### config.mk
export PLATFORM = sky130hd
export DESIGN_NAME = star_irq_status
export DESIGN_NICKNAME = d
export VERILOG_FILES = /design/src/design/star_irq_pkg.sv /design/src/design/frame_check_if.sv /design/src/design/serial_frame_check.sv /design/src/design/star_irq_status.sv
export SDC_FILE = /design/constraint.sdc
export NUM_CORES = 1
export LEC_CHECK = 0
export BUFFER_PORTS_ARGS = -buffer_cell sky130_fd_sc_hd__buf_2
export CORE_ASPECT_RATIO = 0.75
export CORE_MARGIN = 4
export CORE_UTILIZATION = 40
export DETAILED_ROUTE_END_ITERATION = 8
export SYNTH_ARGS = -nofsm -noshare
export SYNTH_HDL_FRONTEND = slang
export SYNTH_SLANG_ARGS = --single-unit
### constraint.sdc
create_clock -name clk_in -period 6.65 [get_ports clk_in]
set_input_delay 0.9975 -clock clk_in [delete_from_list [all_inputs] [get_ports clk_in]]
set_output_delay 0.9975 -clock clk_in [all_outputs]
set_load 0.005 [all_outputs]
### src/design/star_irq_pkg.sv
package star_irq_pkg;

   // -----------------------------------------------------------------
   // Interrupt status word layout
   // -----------------------------------------------------------------
   localparam int          IRQ_WIDTH      = 12;
   localparam int          BIT_POWER_ON   = 11;
   localparam int          BIT_ANY_WAKE   = 10;
   localparam int          BIT_BRANCH_TOP = 9;
   localparam int          BIT_UNDERVOLT  = 5;
   localparam int          BIT_CLAMP      = 4;
   localparam int          BIT_SERIAL_ERR = 3;
   localparam int          BIT_BAD_CMD    = 2;
   localparam int          BIT_OVERTEMP   = 1;
   localparam int          BIT_PARITY     = 0;
   localparam logic [11:0] IRQ_RESET      = 12'h001;

   // Bits cleared by a good read alone; the rest also need quiet sources
   localparam logic [11:0] READ_CLEAR_MASK = 12'hC0C;
   localparam logic [11:0] COND_CLEAR_MASK = 12'h3F2;

   // -----------------------------------------------------------------
   // Source flag layout
   // -----------------------------------------------------------------
   localparam int BRANCH_COUNT    = 4;
   localparam int GEN_FLAGS       = 10;
   localparam int G_LOCAL_WAKE    = 0;
   localparam int G_IC_WAKE       = 1;
   localparam int G_BATTERY_LOW   = 2;
   localparam int G_CORE_LOW      = 3;
   localparam int G_IO_LOW        = 4;
   localparam int G_TEMP_WARN     = 5;
   localparam int G_TEMP_HIGH     = 6;
   localparam int G_IC_STUCK      = 7;
   localparam int G_TX_STUCK      = 8;
   localparam int G_IC_COLLISION  = 9;
   localparam int BR_FLAGS        = 3;
   localparam int BR_WAKE         = 0;
   localparam int BR_FAULT        = 1;
   localparam int BR_STUCK        = 2;

   // Flags that the error-reset control clears
   localparam logic [9:0]  GEN_ERROR_MASK = 10'h3FC;
   localparam logic [2:0]  BR_ERROR_MASK  = 3'h6;

   // -----------------------------------------------------------------
   // Timing
   // -----------------------------------------------------------------
   localparam int          CLK_PERIOD_NS  = 25;
   localparam int          IRQ_LOW_NS     = 50;
   localparam int          IRQ_LOW_CYCLES =
      (IRQ_LOW_NS + CLK_PERIOD_NS - 1) / CLK_PERIOD_NS;
   localparam int          FRAME_CLOCKS   = 16;
   localparam int          FRAME_CNT_W    = 5;
   localparam logic        FRAME_OK_RESET = 1'b1;

endpackage : star_irq_pkg

### src/design/frame_check_if.sv
`timescale 1ns/10ps
interface frame_check_if;
   logic frame_error;
   logic frame_good;

   modport checker_end (output frame_error, output frame_good);
   modport status_end  (input  frame_error, input  frame_good);
endinterface : frame_check_if

### src/design/serial_frame_check.sv
`timescale 1ns/10ps
module serial_frame_check (
   // Clock and reset
   input  wire logic               clk_in,
   input  wire logic               rst_n_in,
   // Serial port pins
   input  wire logic               serial_select_n_in,
   input  wire logic               serial_clk_in,
   // Frame result
   frame_check_if.checker_end      result
);

   typedef struct packed {
      logic                                 sel_meta;
      logic                                 sel_sync;
      logic                                 sel_prev;
      logic                                 clk_meta;
      logic                                 clk_sync;
      logic                                 clk_prev;
      logic [star_irq_pkg::FRAME_CNT_W-1:0] count;
      logic                                 frame_error;
      logic                                 frame_good;
   } check_t;

   check_t s_q;
   check_t s_d;

   always_comb begin
      s_d             = s_q;
      s_d.sel_meta    = serial_select_n_in;
      s_d.sel_sync    = s_q.sel_meta;
      s_d.sel_prev    = s_q.sel_sync;
      s_d.clk_meta    = serial_clk_in;
      s_d.clk_sync    = s_q.clk_meta;
      s_d.clk_prev    = s_q.clk_sync;
      s_d.frame_error = 1'b0;
      // Select falling: new frame
      if (!s_q.sel_sync && s_q.sel_prev) begin
         s_d.count = '0;
      end else if (!s_q.sel_sync && s_q.clk_sync && !s_q.clk_prev) begin
         // Saturate so long frames never wrap back to a good count
         if (s_q.count != {star_irq_pkg::FRAME_CNT_W{1'b1}}) begin
            s_d.count = s_q.count + 5'h01;
         end
      end
      // Select rising: judge the clock count
      if (s_q.sel_sync && !s_q.sel_prev) begin
         s_d.frame_good  = (s_q.count == 5'(star_irq_pkg::FRAME_CLOCKS));
         s_d.frame_error = (s_q.count != 5'(star_irq_pkg::FRAME_CLOCKS));
      end
   end

   always_ff @(posedge clk_in or negedge rst_n_in) begin
      if (!rst_n_in) begin
         s_q            <= '0;
         s_q.sel_meta   <= 1'b1;
         s_q.sel_sync   <= 1'b1;
         s_q.sel_prev   <= 1'b1;
         s_q.frame_good <= star_irq_pkg::FRAME_OK_RESET;
      end else begin
         s_q <= s_d;
      end
   end

   assign result.frame_error = s_q.frame_error;
   assign result.frame_good  = s_q.frame_good;

endmodule : serial_frame_check

### src/design/star_irq_status.sv
`timescale 1ns/10ps
// Operation
// Any newly set bit pulses interrupt pin low
// Power, wake, serial, command bits clear on read
// Other bits clear after sources gone, then read
// Fixed twelve-bit layout of event bits
// Bit zero gives odd parity over word
// Power-on set when leaving off or reset
// Any-wake set by branch, intercoupler, local wake
// Branch event set by wake, fault or stuck
// Branch event clear pulses pin unless wake-caused
// Undervoltage set by battery, core or I/O
// Undervoltage clear pulses interrupt pin
// Clamp set by stuck lines or intercoupler collision
// Clamp clear pulses interrupt pin
// Host gives sixteen clocks; else serial error
// Illegal mode request sets bad-command bit
// Overtemperature set by warning or high flag
// Overtemperature clear pulses interrupt pin
// Latching holds source flags until their read
// Error-reset clears error source flags
// Pin idles high; low pulses last cycles
module star_irq_status (
   // Clock and reset
   input  wire logic        clk_in,
   input  wire logic        rst_n_in,
   // Serial host port pins
   input  wire logic        serial_select_n_in,
   input  wire logic        serial_clk_in,
   // Register read strobes from host port
   input  wire logic        irq_status_read_in,
   input  wire logic        general_status_read_in,
   input  wire logic        branch_status_read_in,
   // Control bits
   input  wire logic        latch_enable_in,
   input  wire logic        error_reset_in,
   // Mode machine
   input  wire logic        unpowered_state_in,
   input  wire logic        held_in_reset_state_in,
   input  wire logic        bad_command_in,
   // General source flags
   input  wire logic        local_pin_wake_flag_in,
   input  wire logic        intercoupler_wake_flag_in,
   input  wire logic        battery_low_flag_in,
   input  wire logic        core_supply_low_flag_in,
   input  wire logic        io_supply_low_flag_in,
   input  wire logic        temp_warn_flag_in,
   input  wire logic        temp_high_flag_in,
   input  wire logic        intercoupler_stuck_flag_in,
   input  wire logic        tx_enable_stuck_flag_in,
   input  wire logic        intercoupler_collision_flag_in,
   // Branch source flags, bit i is branch i+1
   input  wire logic [3:0]  branch_wake_flag_in,
   input  wire logic [3:0]  branch_bus_fault_flag_in,
   input  wire logic [3:0]  branch_stuck_flag_in,
   // Interrupt pin and status views
   output logic             irq_n_pin_out,
   output logic [11:0]      irq_status_out,
   output logic [9:0]       general_flags_out,
   output logic [11:0]      branch_flags_out
);

   localparam int NB = star_irq_pkg::BRANCH_COUNT;
   localparam int NG = star_irq_pkg::GEN_FLAGS;
   localparam int NF = star_irq_pkg::BR_FLAGS;

   // -----------------------------------------------------------------
   // State
   // -----------------------------------------------------------------
   typedef enum logic [2:0] {
      PIN_IDLE = 3'b001,
      PIN_LOW  = 3'b010,
      PIN_GAP  = 3'b100
   } pin_state_t;

   typedef struct packed {
      logic [NG-1:0]    gen_held;
      logic [NB*NF-1:0] br_held;
      logic [11:1]      src_prev;
      logic [11:1]      irq;
      logic [9:6]       wake_only;
      logic [11:0]      status;
      logic [9:0]       gen_view;
      logic [11:0]      br_view;
      pin_state_t       pin_state;
      logic [3:0]       low_cnt;
      logic             pending;
      logic             irq_n;
   } state_t;

   state_t s_q;
   state_t s_d;

   frame_check_if frame ();

   serial_frame_check u_frame (
      .clk_in             (clk_in),
      .rst_n_in           (rst_n_in),
      .serial_select_n_in (serial_select_n_in),
      .serial_clk_in      (serial_clk_in),
      .result             (frame.checker_end)
   );

   // -----------------------------------------------------------------
   // Live source flags
   // -----------------------------------------------------------------
   logic [NG-1:0]    gen_live;
   logic [NB*NF-1:0] br_live;

   assign gen_live = {intercoupler_collision_flag_in, tx_enable_stuck_flag_in,
                      intercoupler_stuck_flag_in, temp_high_flag_in,
                      temp_warn_flag_in, io_supply_low_flag_in,
                      core_supply_low_flag_in, battery_low_flag_in,
                      intercoupler_wake_flag_in, local_pin_wake_flag_in};

   genvar gb;
   generate
      for (gb = 0; gb < NB; gb++) begin : g_branch
         assign br_live[gb*NF+star_irq_pkg::BR_WAKE]  = branch_wake_flag_in[gb];
         assign br_live[gb*NF+star_irq_pkg::BR_FAULT] = branch_bus_fault_flag_in[gb];
         assign br_live[gb*NF+star_irq_pkg::BR_STUCK] = branch_stuck_flag_in[gb];
      end
   endgenerate

   // -----------------------------------------------------------------
   // Next state
   // -----------------------------------------------------------------
   logic [NG-1:0]    gen_v;
   logic [NB*NF-1:0] br_v;
   logic [NG-1:0]    gen_clr;
   logic [NB*NF-1:0] br_clr;
   logic [11:1]      src;
   logic [11:1]      rise;
   logic [11:1]      clr;
   logic [11:1]      irq_next;
   logic             read_ok;
   logic             edge_req;
   logic             br_wake_any;
   logic             br_stuck_any;

   always_comb begin
      s_d          = s_q;
      br_wake_any  = 1'b0;
      br_stuck_any = 1'b0;
      src          = '0;
      edge_req     = 1'b0;

      // Latched copies: a read releases them, error-reset drops the errors
      gen_clr = {NG{general_status_read_in}} |
                ({NG{error_reset_in}} & star_irq_pkg::GEN_ERROR_MASK);
      br_clr  = {(NB*NF){branch_status_read_in}} |
                ({(NB*NF){error_reset_in}} & {NB{star_irq_pkg::BR_ERROR_MASK}});
      // Set beats clear so an event in the read cycle survives
      s_d.gen_held = (s_q.gen_held & ~gen_clr) | (gen_live & {NG{latch_enable_in}});
      s_d.br_held  = (s_q.br_held & ~br_clr) | (br_live & {(NB*NF){latch_enable_in}});
      gen_v        = gen_live | (s_q.gen_held & {NG{latch_enable_in}});
      br_v         = br_live | (s_q.br_held & {(NB*NF){latch_enable_in}});
      s_d.gen_view = gen_v;
      s_d.br_view  = br_v;

      for (int b = 0; b < NB; b++) begin
         br_wake_any  = br_wake_any | br_v[b*NF+star_irq_pkg::BR_WAKE];
         br_stuck_any = br_stuck_any | br_v[b*NF+star_irq_pkg::BR_STUCK];
         src[star_irq_pkg::BIT_BRANCH_TOP-b] = |br_v[b*NF +: NF];
      end

      src[star_irq_pkg::BIT_POWER_ON] = ~(unpowered_state_in | held_in_reset_state_in);
      src[star_irq_pkg::BIT_ANY_WAKE] = gen_v[star_irq_pkg::G_LOCAL_WAKE] |
                                        gen_v[star_irq_pkg::G_IC_WAKE] | br_wake_any;
      src[star_irq_pkg::BIT_UNDERVOLT] = gen_v[star_irq_pkg::G_BATTERY_LOW] |
                                         gen_v[star_irq_pkg::G_CORE_LOW] |
                                         gen_v[star_irq_pkg::G_IO_LOW];
      src[star_irq_pkg::BIT_CLAMP] = gen_v[star_irq_pkg::G_IC_STUCK] |
                                     gen_v[star_irq_pkg::G_TX_STUCK] |
                                     gen_v[star_irq_pkg::G_IC_COLLISION] | br_stuck_any;
      src[star_irq_pkg::BIT_SERIAL_ERR] = frame.frame_error;
      src[star_irq_pkg::BIT_BAD_CMD]    = bad_command_in;
      src[star_irq_pkg::BIT_OVERTEMP]   = gen_v[star_irq_pkg::G_TEMP_WARN] |
                                          gen_v[star_irq_pkg::G_TEMP_HIGH];

      s_d.src_prev = src;
      rise         = src & ~s_q.src_prev;

      // A read counts only when its frame carried sixteen clocks
      read_ok = irq_status_read_in & frame.frame_good;
      clr     = {11{read_ok}} & s_q.irq & ~rise &
                (star_irq_pkg::READ_CLEAR_MASK[11:1] |
                 (star_irq_pkg::COND_CLEAR_MASK[11:1] & ~src));
      irq_next = (s_q.irq & ~clr) | rise;
      s_d.irq  = irq_next;

      // Remember whether a branch bit owes its state to a wake alone
      for (int b = 0; b < NB; b++) begin
         if (rise[star_irq_pkg::BIT_BRANCH_TOP-b] &&
             !s_q.irq[star_irq_pkg::BIT_BRANCH_TOP-b]) begin
            s_d.wake_only[star_irq_pkg::BIT_BRANCH_TOP-b] =
               ~br_v[b*NF+star_irq_pkg::BR_FAULT] & ~br_v[b*NF+star_irq_pkg::BR_STUCK];
         end else if (br_v[b*NF+star_irq_pkg::BR_FAULT] || br_v[b*NF+star_irq_pkg::BR_STUCK]) begin
            s_d.wake_only[star_irq_pkg::BIT_BRANCH_TOP-b] = 1'b0;
         end
      end

      edge_req = |(rise & ~s_q.irq);
      if (|(clr[9:6] & ~s_q.wake_only)) begin
         edge_req = 1'b1;
      end
      if (clr[star_irq_pkg::BIT_UNDERVOLT]) begin
         edge_req = 1'b1;
      end
      if (clr[star_irq_pkg::BIT_CLAMP]) begin
         edge_req = 1'b1;
      end
      if (clr[star_irq_pkg::BIT_OVERTEMP]) begin
         edge_req = 1'b1;
      end

      s_d.status = {irq_next, ~^irq_next};

      // -----------------------------------------------------------------
      // Interrupt pin: requests met during a pulse or gap share one queued falling edge
      // -----------------------------------------------------------------
      unique case (s_q.pin_state)
         PIN_IDLE: begin
            if (edge_req || s_q.pending) begin
               s_d.pin_state = PIN_LOW;
               s_d.irq_n     = 1'b0;
               s_d.pending   = 1'b0;
               s_d.low_cnt   = 4'(star_irq_pkg::IRQ_LOW_CYCLES - 1);
            end
         end
         PIN_LOW: begin
            s_d.pending = s_q.pending | edge_req;
            if (s_q.low_cnt == 4'h0) begin
               s_d.pin_state = PIN_GAP;
               s_d.irq_n     = 1'b1;
            end else begin
               s_d.low_cnt = s_q.low_cnt - 4'h1;
            end
         end
         PIN_GAP: begin
            // Gap then idle keep the pin high two cycles so a queued request shows a fresh edge
            s_d.pending   = s_q.pending | edge_req;
            s_d.pin_state = PIN_IDLE;
         end
      endcase
   end

   always_ff @(posedge clk_in or negedge rst_n_in) begin
      if (!rst_n_in) begin
         s_q           <= '0;
         s_q.status    <= star_irq_pkg::IRQ_RESET;
         s_q.pin_state <= PIN_IDLE;
         s_q.irq_n     <= 1'b1;
      end else begin
         s_q <= s_d;
      end
   end

   // -----------------------------------------------------------------
   // Outputs
   // -----------------------------------------------------------------
   assign irq_n_pin_out     = s_q.irq_n;
   assign irq_status_out    = s_q.status;
   assign general_flags_out = s_q.gen_view;
   assign branch_flags_out  = s_q.br_view;

endmodule : star_irq_status

# ---- After elaboration in Yosys (flattened, before gate mapping)
# Index checks and enable logic that the tools add are counted.
dict set report totals {
  reg_bits 104
  input_bits 34
  output_inout_bits 35
  elab_cells 157
}
dict set report op_classes {
  add_sub_neg 2
  eq_ne 9
  n_mux 24
  bitwise 58
  n_reduce_logical 40
}
# op count
set ops {}
lappend ops {{$and 11x11->11} 6}
lappend ops {{$not 11->11} 4}
lappend ops {{$and 12x12->12} 3}
lappend ops {{$or 12x12->12} 3}
lappend ops {{$and 10x10->10} 3}
lappend ops {{$or 10x10->10} 3}
lappend ops {{$or 1x1->1} 16}
lappend ops {{$mux 5} 3}
lappend ops {{$reduce_bool 2->1} 7}
lappend ops {{$mux 1} 13}
lappend ops {{$not 12->12} 1}
lappend ops {{$reduce_or 3->1} 4}
lappend ops {{$or 11x11->11} 1}
lappend ops {{$reduce_or 11->1} 1}
lappend ops {{$reduce_xnor 11->1} 1}
lappend ops {{$ne 5x5->1 const B} 2}
lappend ops {{$not 10->10} 1}
lappend ops {{$mux 9} 1}
lappend ops {{$not 1->1} 9}
lappend ops {{$not 9->9} 1}
lappend ops {{$pmux 3 s3} 1}
lappend ops {{$logic_and 1x1->1} 8}
lappend ops {{$pmux 4 s2} 1}
lappend ops {{$logic_not 1->1} 7}
lappend ops {{other kinds (20)} 33}

# ---- Longest topological paths before layout
# Gate-level depths: netlist (run 1).
dict set report depth {
  depth_word 19
  depth_mapped 9
  depth_no_buf 8
}

# ---- By module
# A second synthesis (run 1) with hierarchy kept.
dict set report hier_totals {
  hier_cells 369
  hier_area_um2 4215.3
}
# mod instances cells_per_inst area_each_um2 seq_area_each_um2
set by_module_without_submodules {}
lappend by_module_without_submodules {star_irq_status 1 329 3679.8 2005.7}
lappend by_module_without_submodules {serial_frame_check 1 40 535.5 330.3}

# ---- Least setup slack after synthesis (run 1)
# Ideal clock, no wire load.
dict set report synth_path {
  path_kind {in2reg}
  from {input latch_enable_in}
  to {register s_q (netlist bit irq_status_out[0])}
  setup_ps 90
  t_arrival_ps 2759
  t_required_ps 6560
  path_slack_ps 3801
  path_stages 8
  n_path_buf 1
  path_cell_list {buf_4 -> a21oi_2 -> and3_4 -> a2bb2oi_1 -> xnor2_1 -> xnor3_1 -> xnor3_1 -> xnor3_1}
}
# item line
set synth_rtl {}
lappend synth_rtl {{start, declared} star_irq_status.sv:35} ;# input wire logic latch_enable_in,
lappend synth_rtl {{end, declared} star_irq_status.sv:91} ;# state_t s_q;

==> results.md, run 1 <==
- WS Path Type: in -> reg
- Share of cells above drive strength 1: 23.7%
- First drt pass iteration count: 4
- Vias after detailed routing: 2740
- Pin count of the biggest net entering global routing: 53
- Total congestion overflow: 0
- Layout area overhead: 12.9%
- Cells on worst reg2reg path: 7
- Period utilization: 52.2%
- Initial DRC Count: 163
- Initial core utilization: 41.9%
- Multi-input gate area: 1400 um2
- CP top delay family: compound AO/OA/AOI/OAI gates
- Pins Over Slew Limit: 0
- CP max-delay cell: buf_2
- Max rail drop VDD: 0.170 mV
- Cell accounting for the most synthesized area: dfrtp_1
- Core Region: 9850 um2
- FFs w/ async S/R, synth: 100%
- Worst-margin pin slew: 1090 ps
- Vias/cell: 4.98
- GPL Wtd Cong: 0.844
- CTS tree: built
- Number of H-tree levels: 3
- Average routed wire per standard cell: 15.3 um
- Tightest Hold Check Type: reg -> reg
- Synthesis Warnings: 0
- Worst Path Arrival: 3660 ps
- Main area contributors after synthesis: dfrtp_1 52%, buf_4 6.4%, dfstp_2 4.5%
- Fin crit period: 3470 ps
- Pwr dens: 299 nW/um2
- Drc violations: 0
- RR Endpoint: irq_status_out[0]$_DFF_PN1_
- Worst Hold End: u_frame.s_d[7]$_DFF_PN0_
- Initial antenna violation count: 0
- Mean Syn Cell Area: 11.0 um2
- Clock sinks: 93
- GRT Resource Usage Total: 15.3%
- Clock transition at path regs: 60 ps
- Ys flop type: dfrtp_1
- Slowest stage delay, CP: 650 ps
- Die area: 12000 um2
- CP endpoint kind: flip-flop
- Final setup viols: 0
- RSZ-0062 raised after global routing: false
- Status: finished, final reports clean
- Total chip power: 1390 uW
- Hold path cells: 0
- Worst-Skew Late Latency: 340 ps
- FMAX: 288 MHz
- Top cell type's share of synthesized area: 52.2%
- Post-Synthesis Cells: 374
- Root Driver: clkbuf_16
- Antenna Violating Nets Remaining: 0
- Antenna cells: 0
- Vias in the first global route: 2595
- Post-synth EDFFs: 0
- Slew HR: 26.2%
- Postcts setup bufs: 0
- Fin Setup TNS: 0 ps
- Routed WL: 8410 um
- Quantity of gates resized following cts: 0
- Final net count: 451
- Fill count: 931
- Startpoint type of the worst setup path: input pin
- RR Startpoint: s_q[80]$_DFF_PN0_
- Seq cells post-synth: 93
- Netlist Area Pre-Place: 4130 um2
- Hold_buf cts: 0
- Die X: 125 um
- Fin util: 47.3%
- First-pass GRT wire length: 14000 um
- Final Hold Fails: 0
- Io pins: 69
- Cell Rows: 31
- Sequential share of the synthesized area: 56.6%
- Required time worst endpoint: 6840 ps
- PortBufs: 68
- Register area: 2340 um2
- Die height: 96.0 um
- Syn nets: 412
- Hold wc startpoint: u_frame.s_d[8]$_DFF_PN0_
- HPWL after DPL: 6170 um
- Post-synth cell types: 50
- Worst Path Buf+Inv: 2
- CP startpoint: latch_enable_in
- Total CTS buffers: 9
- Clock skew: 4.62 ps
- Static leakage: 0.00218 uW
- Internal reg-to-reg setup slack: 4170 ps
- CP cell instances: buf_2, o21ai_0, and3_4, inv_2, o2111ai_1, o41a_1, a2111oi_4, a21o_1, a21oi_1
- Clk buf depth: 2
- CP max FO: 52
- Number of max-cap violations: 0
[kinds of logic after synthesis]
group           share of synthesized area, %
xor+xnor                                3.46
flops                                   56.6
compound gates                          16.2
buf+inv                                 9.46
mux                                    0.515
simple gates                            12.6
fa+ha+maj                               1.21
[worst reg2reg max path: stages (launching register included)]
cell and delay (ps):
dfrtp_1 430, o21ai_0 300, and3_4 240, a2bb2oi_1 290, xnor2_1 170, xnor3_1 260
xnor3_1 370, xnor3_1 360
[routing by layer]
metal	wire [um]	up-vias	share of wire (%)	track usage, %
li1	-	1339	-	-
met1	4240	1326	50	22.4
met2	3530	66	42	20.6
met3	493	9	5.9	4.99
met4	152	0	1.8	6.23
met5	0	-	0	0
[per-stage QoR]
stage,worst slack [ps],hold WS (ps),cells,cell area [um2]
finish,3180,353,550,4660
global route,3040,357,550,4660
CTS,3220,357,550,4660
detailed placement,2860,342,534,4360
global placement,2920,337,534,4360
floorplan,3800,331,374,4130
[flip-flops by register name, indices dropped and copies added, names as in the netlist]
register and flops:
s_q 46, branch_flags_out 12, irq_status_out 11, general_flags_out 10, u_frame.s_q 7, u_frame.s_d 4
irq_n_pin_out 1, u_frame.result.frame_error 1, u_frame.result.frame_good 1
[how the worst max path moves through the flow]
| stage | cells past startpoint | to | slack, ps |
|---|---|---|---|
| after floorplan | 8 | irq_status_out[0]$_DFF_PN1_ | 3800 |
| after global placement | 9 | s_q[7]$_DFFE_PN0P_ | 2920 |
| after detailed placement | 9 | s_q[7]$_DFFE_PN0P_ | 2860 |
| after CTS | 9 | s_q[7]$_DFFE_PN0P_ | 3220 |
| after global routing | 9 | s_q[5]$_DFFE_PN0P_ | 3040 |
| final | 9 | s_q[7]$_DFFE_PN0P_ | 3180 |
[cell type report]
type	instances	share of cell area, %
Tap cell	132	3.55
Sequential cell	93	50.1
Clock buffer	10	5.13
Multi-Input combinational cell	212	30.1
Timing Repair Buffer	69	7.52
Clock inverter	6	1.34
Inverter	28	2.26
[cells in the final DEF (no fill, tap or decap), types with 2 or more instances in the layout]
cell / n
dfrtp_1: 86
inv_1: 27
o21bai_1: 2
nor4_1: 5
nor3b_1: 3
a21o_1: 20
nor3_1: 8
xnor2_1: 3
and2_1: 2
o21ai_0: 15
clkinvlp_4: 3
nand3_1: 3
a21oi_1: 15
dfstp_2: 7
and3_1: 2
nand4_1: 6
o2111ai_1: 2
a22o_1: 16
a2bb2oi_1: 3
o31ai_1: 2
nand2b_1: 6
buf_4: 2
xnor3_1: 4
nor2_1: 32
o21ai_1: 6
ha_1: 4
clkbuf_16: 9
nor2b_1: 9
xor2_1: 3
or4_1: 2
nand2_1: 21
clkinv_2: 2
buf_2: 67
[synth_stat cells, types with 4 or more instances]
cell type and n:
clkbuf_1 5, nand4_1 6, nor4_1 5, nand2b_1 6, dfstp_2 7, a22o_1 16, nor2b_1 9, nand2_1 21
nor2_1 32, dfrtp_1 86, o21ai_0 15, nor3_1 8, inv_1 27, o21ai_1 6, xnor3_1 4, a21oi_1 15
ha_1 4, buf_4 35, a21o_1 20
[power by group]
part | internal [uW] | switching [uW] | total [uW]
sequential | 620 | 40.5 | 660
clock | 300 | 214 | 514
combinational | 99.9 | 119 | 219
total | 1020 | 374 | 1390
Note: power is estimated with default switching activity, not from simulation.
==> run 2, diff against run 1 <==
- clock period: 6.65 -> 2.8 ns (I/O delays scaled with it)
==> run 2 against run 1 <==
  * Flip-flop and latch count unchanged
  * Power grew 140%
  * Core utilization increased by 0.55 points
  * Hold slack got worse by 270 ps
  * Clock-buffer cell count unchanged
  * Worst setup slack worse by 2800 ps
  * Non-clock buffer count rose by 3
  * Critical path type is now reg -> reg
  * Critical endpoint is now irq_status_out[0]$_DFF_PN1_
  * Largest cell class unchanged
==> results.md, run 2 (synthesis results as in run 1) <==
- Most common cell after layout, fill and taps aside: dfrtp_1
- Die height: 96.0 um (unchanged)
- Max rail drop VDD: 0.394 mV (+130%)
- Antenna cells: 0 (unchanged)
- Final Hold Fails: 0 (unchanged)
- First-pass GRT wire length: 14100 um (+0.89%)
- Tightest Hold Check Type: in -> async
- Startpoint type of the worst setup path: flip-flop
- Vias/cell: 5.05 (+1.3%)
- Final setup viols: 0 (unchanged)
- Top Usage Layer GRT: met2
- GPL Wtd Cong: 0.804 (-4.7%)
- Fill count: 946 (+1.6%)
- Layout area overhead: 14.2%
- Worst Path Buf+Inv: 0 (-2)
- Fin crit period: 2430 ps
- DP Cell Count: 537 (+0.56%)
- Worst path depth: 7 (-2)
- Cells on worst reg2reg path: 7 (unchanged)
- Clk buf depth: 2 (unchanged)
- Pin count of the biggest net entering global routing: 49 (-7.5%)
- WS Path Type: reg -> reg
- Drc violations: 0 (unchanged)
- RR Startpoint: s_q[80]$_DFF_PN0_
- Initial core utilization: 41.9% (unchanged)
- Io pins: 69 (unchanged)
- GRT met1 Usage: 20.7% (-1.7 points)
- Clock skew: 5.62 ps (+0.997 ps)
- Die X: 125 um (unchanged)
- RSZ-0062 raised after global routing: false
- Total CTS buffers: 9 (unchanged)
- Vias in the first global route: 2716 (+4.7%)
- Cell mode on critical path: xnor3_1
- Hold_ws: 86.2 ps (-267 ps)
- Antenna Violating Nets Remaining: 0 (unchanged)
- Slew HR: 44.3% (+18 points)
- Number of max-cap violations: 0 (unchanged)
- CP top delay family: XOR/XNOR gates
- CTS tree: built
- Fin Setup TNS: 0 ps (unchanged)
- CP max-delay cell: dfrtp_1
- Cell Rows: 31 (unchanged)
- Pins Over Slew Limit: 0 (unchanged)
- Pwr dens: 718 nW/um2 (+140%)
- GRT Resource Usage Total: 15.1% (-0.11 points)
- Total congestion overflow: 0 (unchanged)
- Layout Cells excl Fill: 553 (+0.55%)
- Worst-margin pin slew: 828 ps (-264 ps)
- Share of cells above drive strength 1: 24.2% (+0.54 points)
- Met2 Track Usage GR: 22.5% (+1.8 points)
- First drt pass iteration count: 4 (unchanged)
- FMAX: 412 MHz
- Postcts setup bufs: 0 (unchanged)
- CP cell instances: o21ai_0, and3_4, a2bb2oi_1, xnor2_1, xnor3_1, xnor3_1, xnor3_1
- CP endpoint kind: flip-flop
- Period utilization: 86.7%
- Largest reg by FF count: s_q
- CP startpoint: s_q[80]$_DFF_PN0_
- Root Driver: clkbuf_16
- Commonest non-fill, non-tap cells in the layout: 86 x dfrtp_1, 67 x buf_2, 32 x nor2_1
- Clock transition at path regs: 60 ps (about the same)
- Final net count: 454 (+0.67%)
- Initial DRC Count: 171 (+4.9%)
- Number of H-tree levels: 3 (unchanged)
- Vias after detailed routing: 2791 (+1.9%)
- Required time worst endpoint: 3060 ps (-3780 ps)
- Routed WL: 8640 um (+2.7%)
- Largest register FFs: 46 (unchanged)
- Static leakage: 0.00221 uW (+1.1%)
- GR met3 Demand/Resource: 5.49% (+0.50 points)
- Worst-Skew Late Latency: 340 ps (about the same)
- Average routed wire per standard cell: 15.6 um (+2.1%)
- Slowest stage delay, CP: 420 ps (-230 ps)
- Hold_buf cts: 0 (unchanged)
- Initial antenna violation count: 0 (unchanged)
- Worst Path Arrival: 2690 ps (-970 ps)
- Core Region: 9850 um2 (unchanged)
- HPWL after DPL: 6380 um (+3.4%)
- Status: finished, final reports clean
- PortBufs: 68 (unchanged)
- Die area: 12000 um2 (unchanged)
- Clock sinks: 93 (unchanged)
- CP max FO: 4 (-92%)
==> run 2: area by class of cell <==
cell class                 instances  area, um2  area share [%]
inverter                          28        105            2.23
sequential                        93       2340            49.6
clock inverter                     6       87.6            1.86
multi-input combinational        212       1400            29.8
timing repair buffer              72        385            8.18
tap                              132        165            3.51
clock buffer                      10        229            4.86
==> run 2: routing by layer <==
layer,up-vias,wire (um)
met2,65,3800
met1,1377,4250
met4,0,126
met5,-,0
li1,1341,-
met3,8,460
==> run 2: worst paths after layout <==
path / to / slack (ps)
setup / recovery: irq_status_out[0]$_DFF_PN1_ / 370
hold / removal: s_q[86]$_DFF_PN0_ / 90
setup reg to reg: irq_status_out[0]$_DFF_PN1_ / 370
hold reg to reg: u_frame.s_d[7]$_DFF_PN0_ / 360
max in group asynchronous: irq_n_pin_out$_DFFE_PN1P_ / 2000
min in group clk_in: u_frame.s_d[11]$_DFF_PN1_ / 170
==> run 2: timing repair <==
item,in CTS,in global routing
endpoints found under the setup margin,0,1
resized for setup,0,1
endpoints found under the hold margin,0,0
==> run 2: where the power goes <==
| part | total [uW] | internal, uW | switching (uW) |
|---|---|---|---|
| clock network | 1290 | 780 | 505 |
| registers | 1570 | 1470 | 101 |
| logic | 524 | 241 | 283 |
==> run 2: worst register-to-register path, cell delays in order (launching register included) <==
cell and delay, ps:
dfrtp_1 420, o21ai_0 290, and3_4 240, a2bb2oi_1 250, xnor2_1 160, xnor3_1 250, xnor3_1 370, xnor3_1 350
==> run 2: stage by stage <==
| stage | worst slack (ps) | utilization, % | cell area [um2] | total power (uW) |
|---|---|---|---|---|
| 2_1_floorplan | 529 | - | 4130 | 1960 |
| 3_3_place_gp | 182 | 44.6 | 4390 | 2110 |
| 3_5_place_dp | 71.5 | 44.6 | 4390 | 2120 |
| 4_1_cts | 216 | 47.8 | 4710 | 3420 |
| 5_1_grt | 168 | 47.8 | 4710 | 3550 |
| 6_report | 372 | 47.8 | 4710 | 3380 |
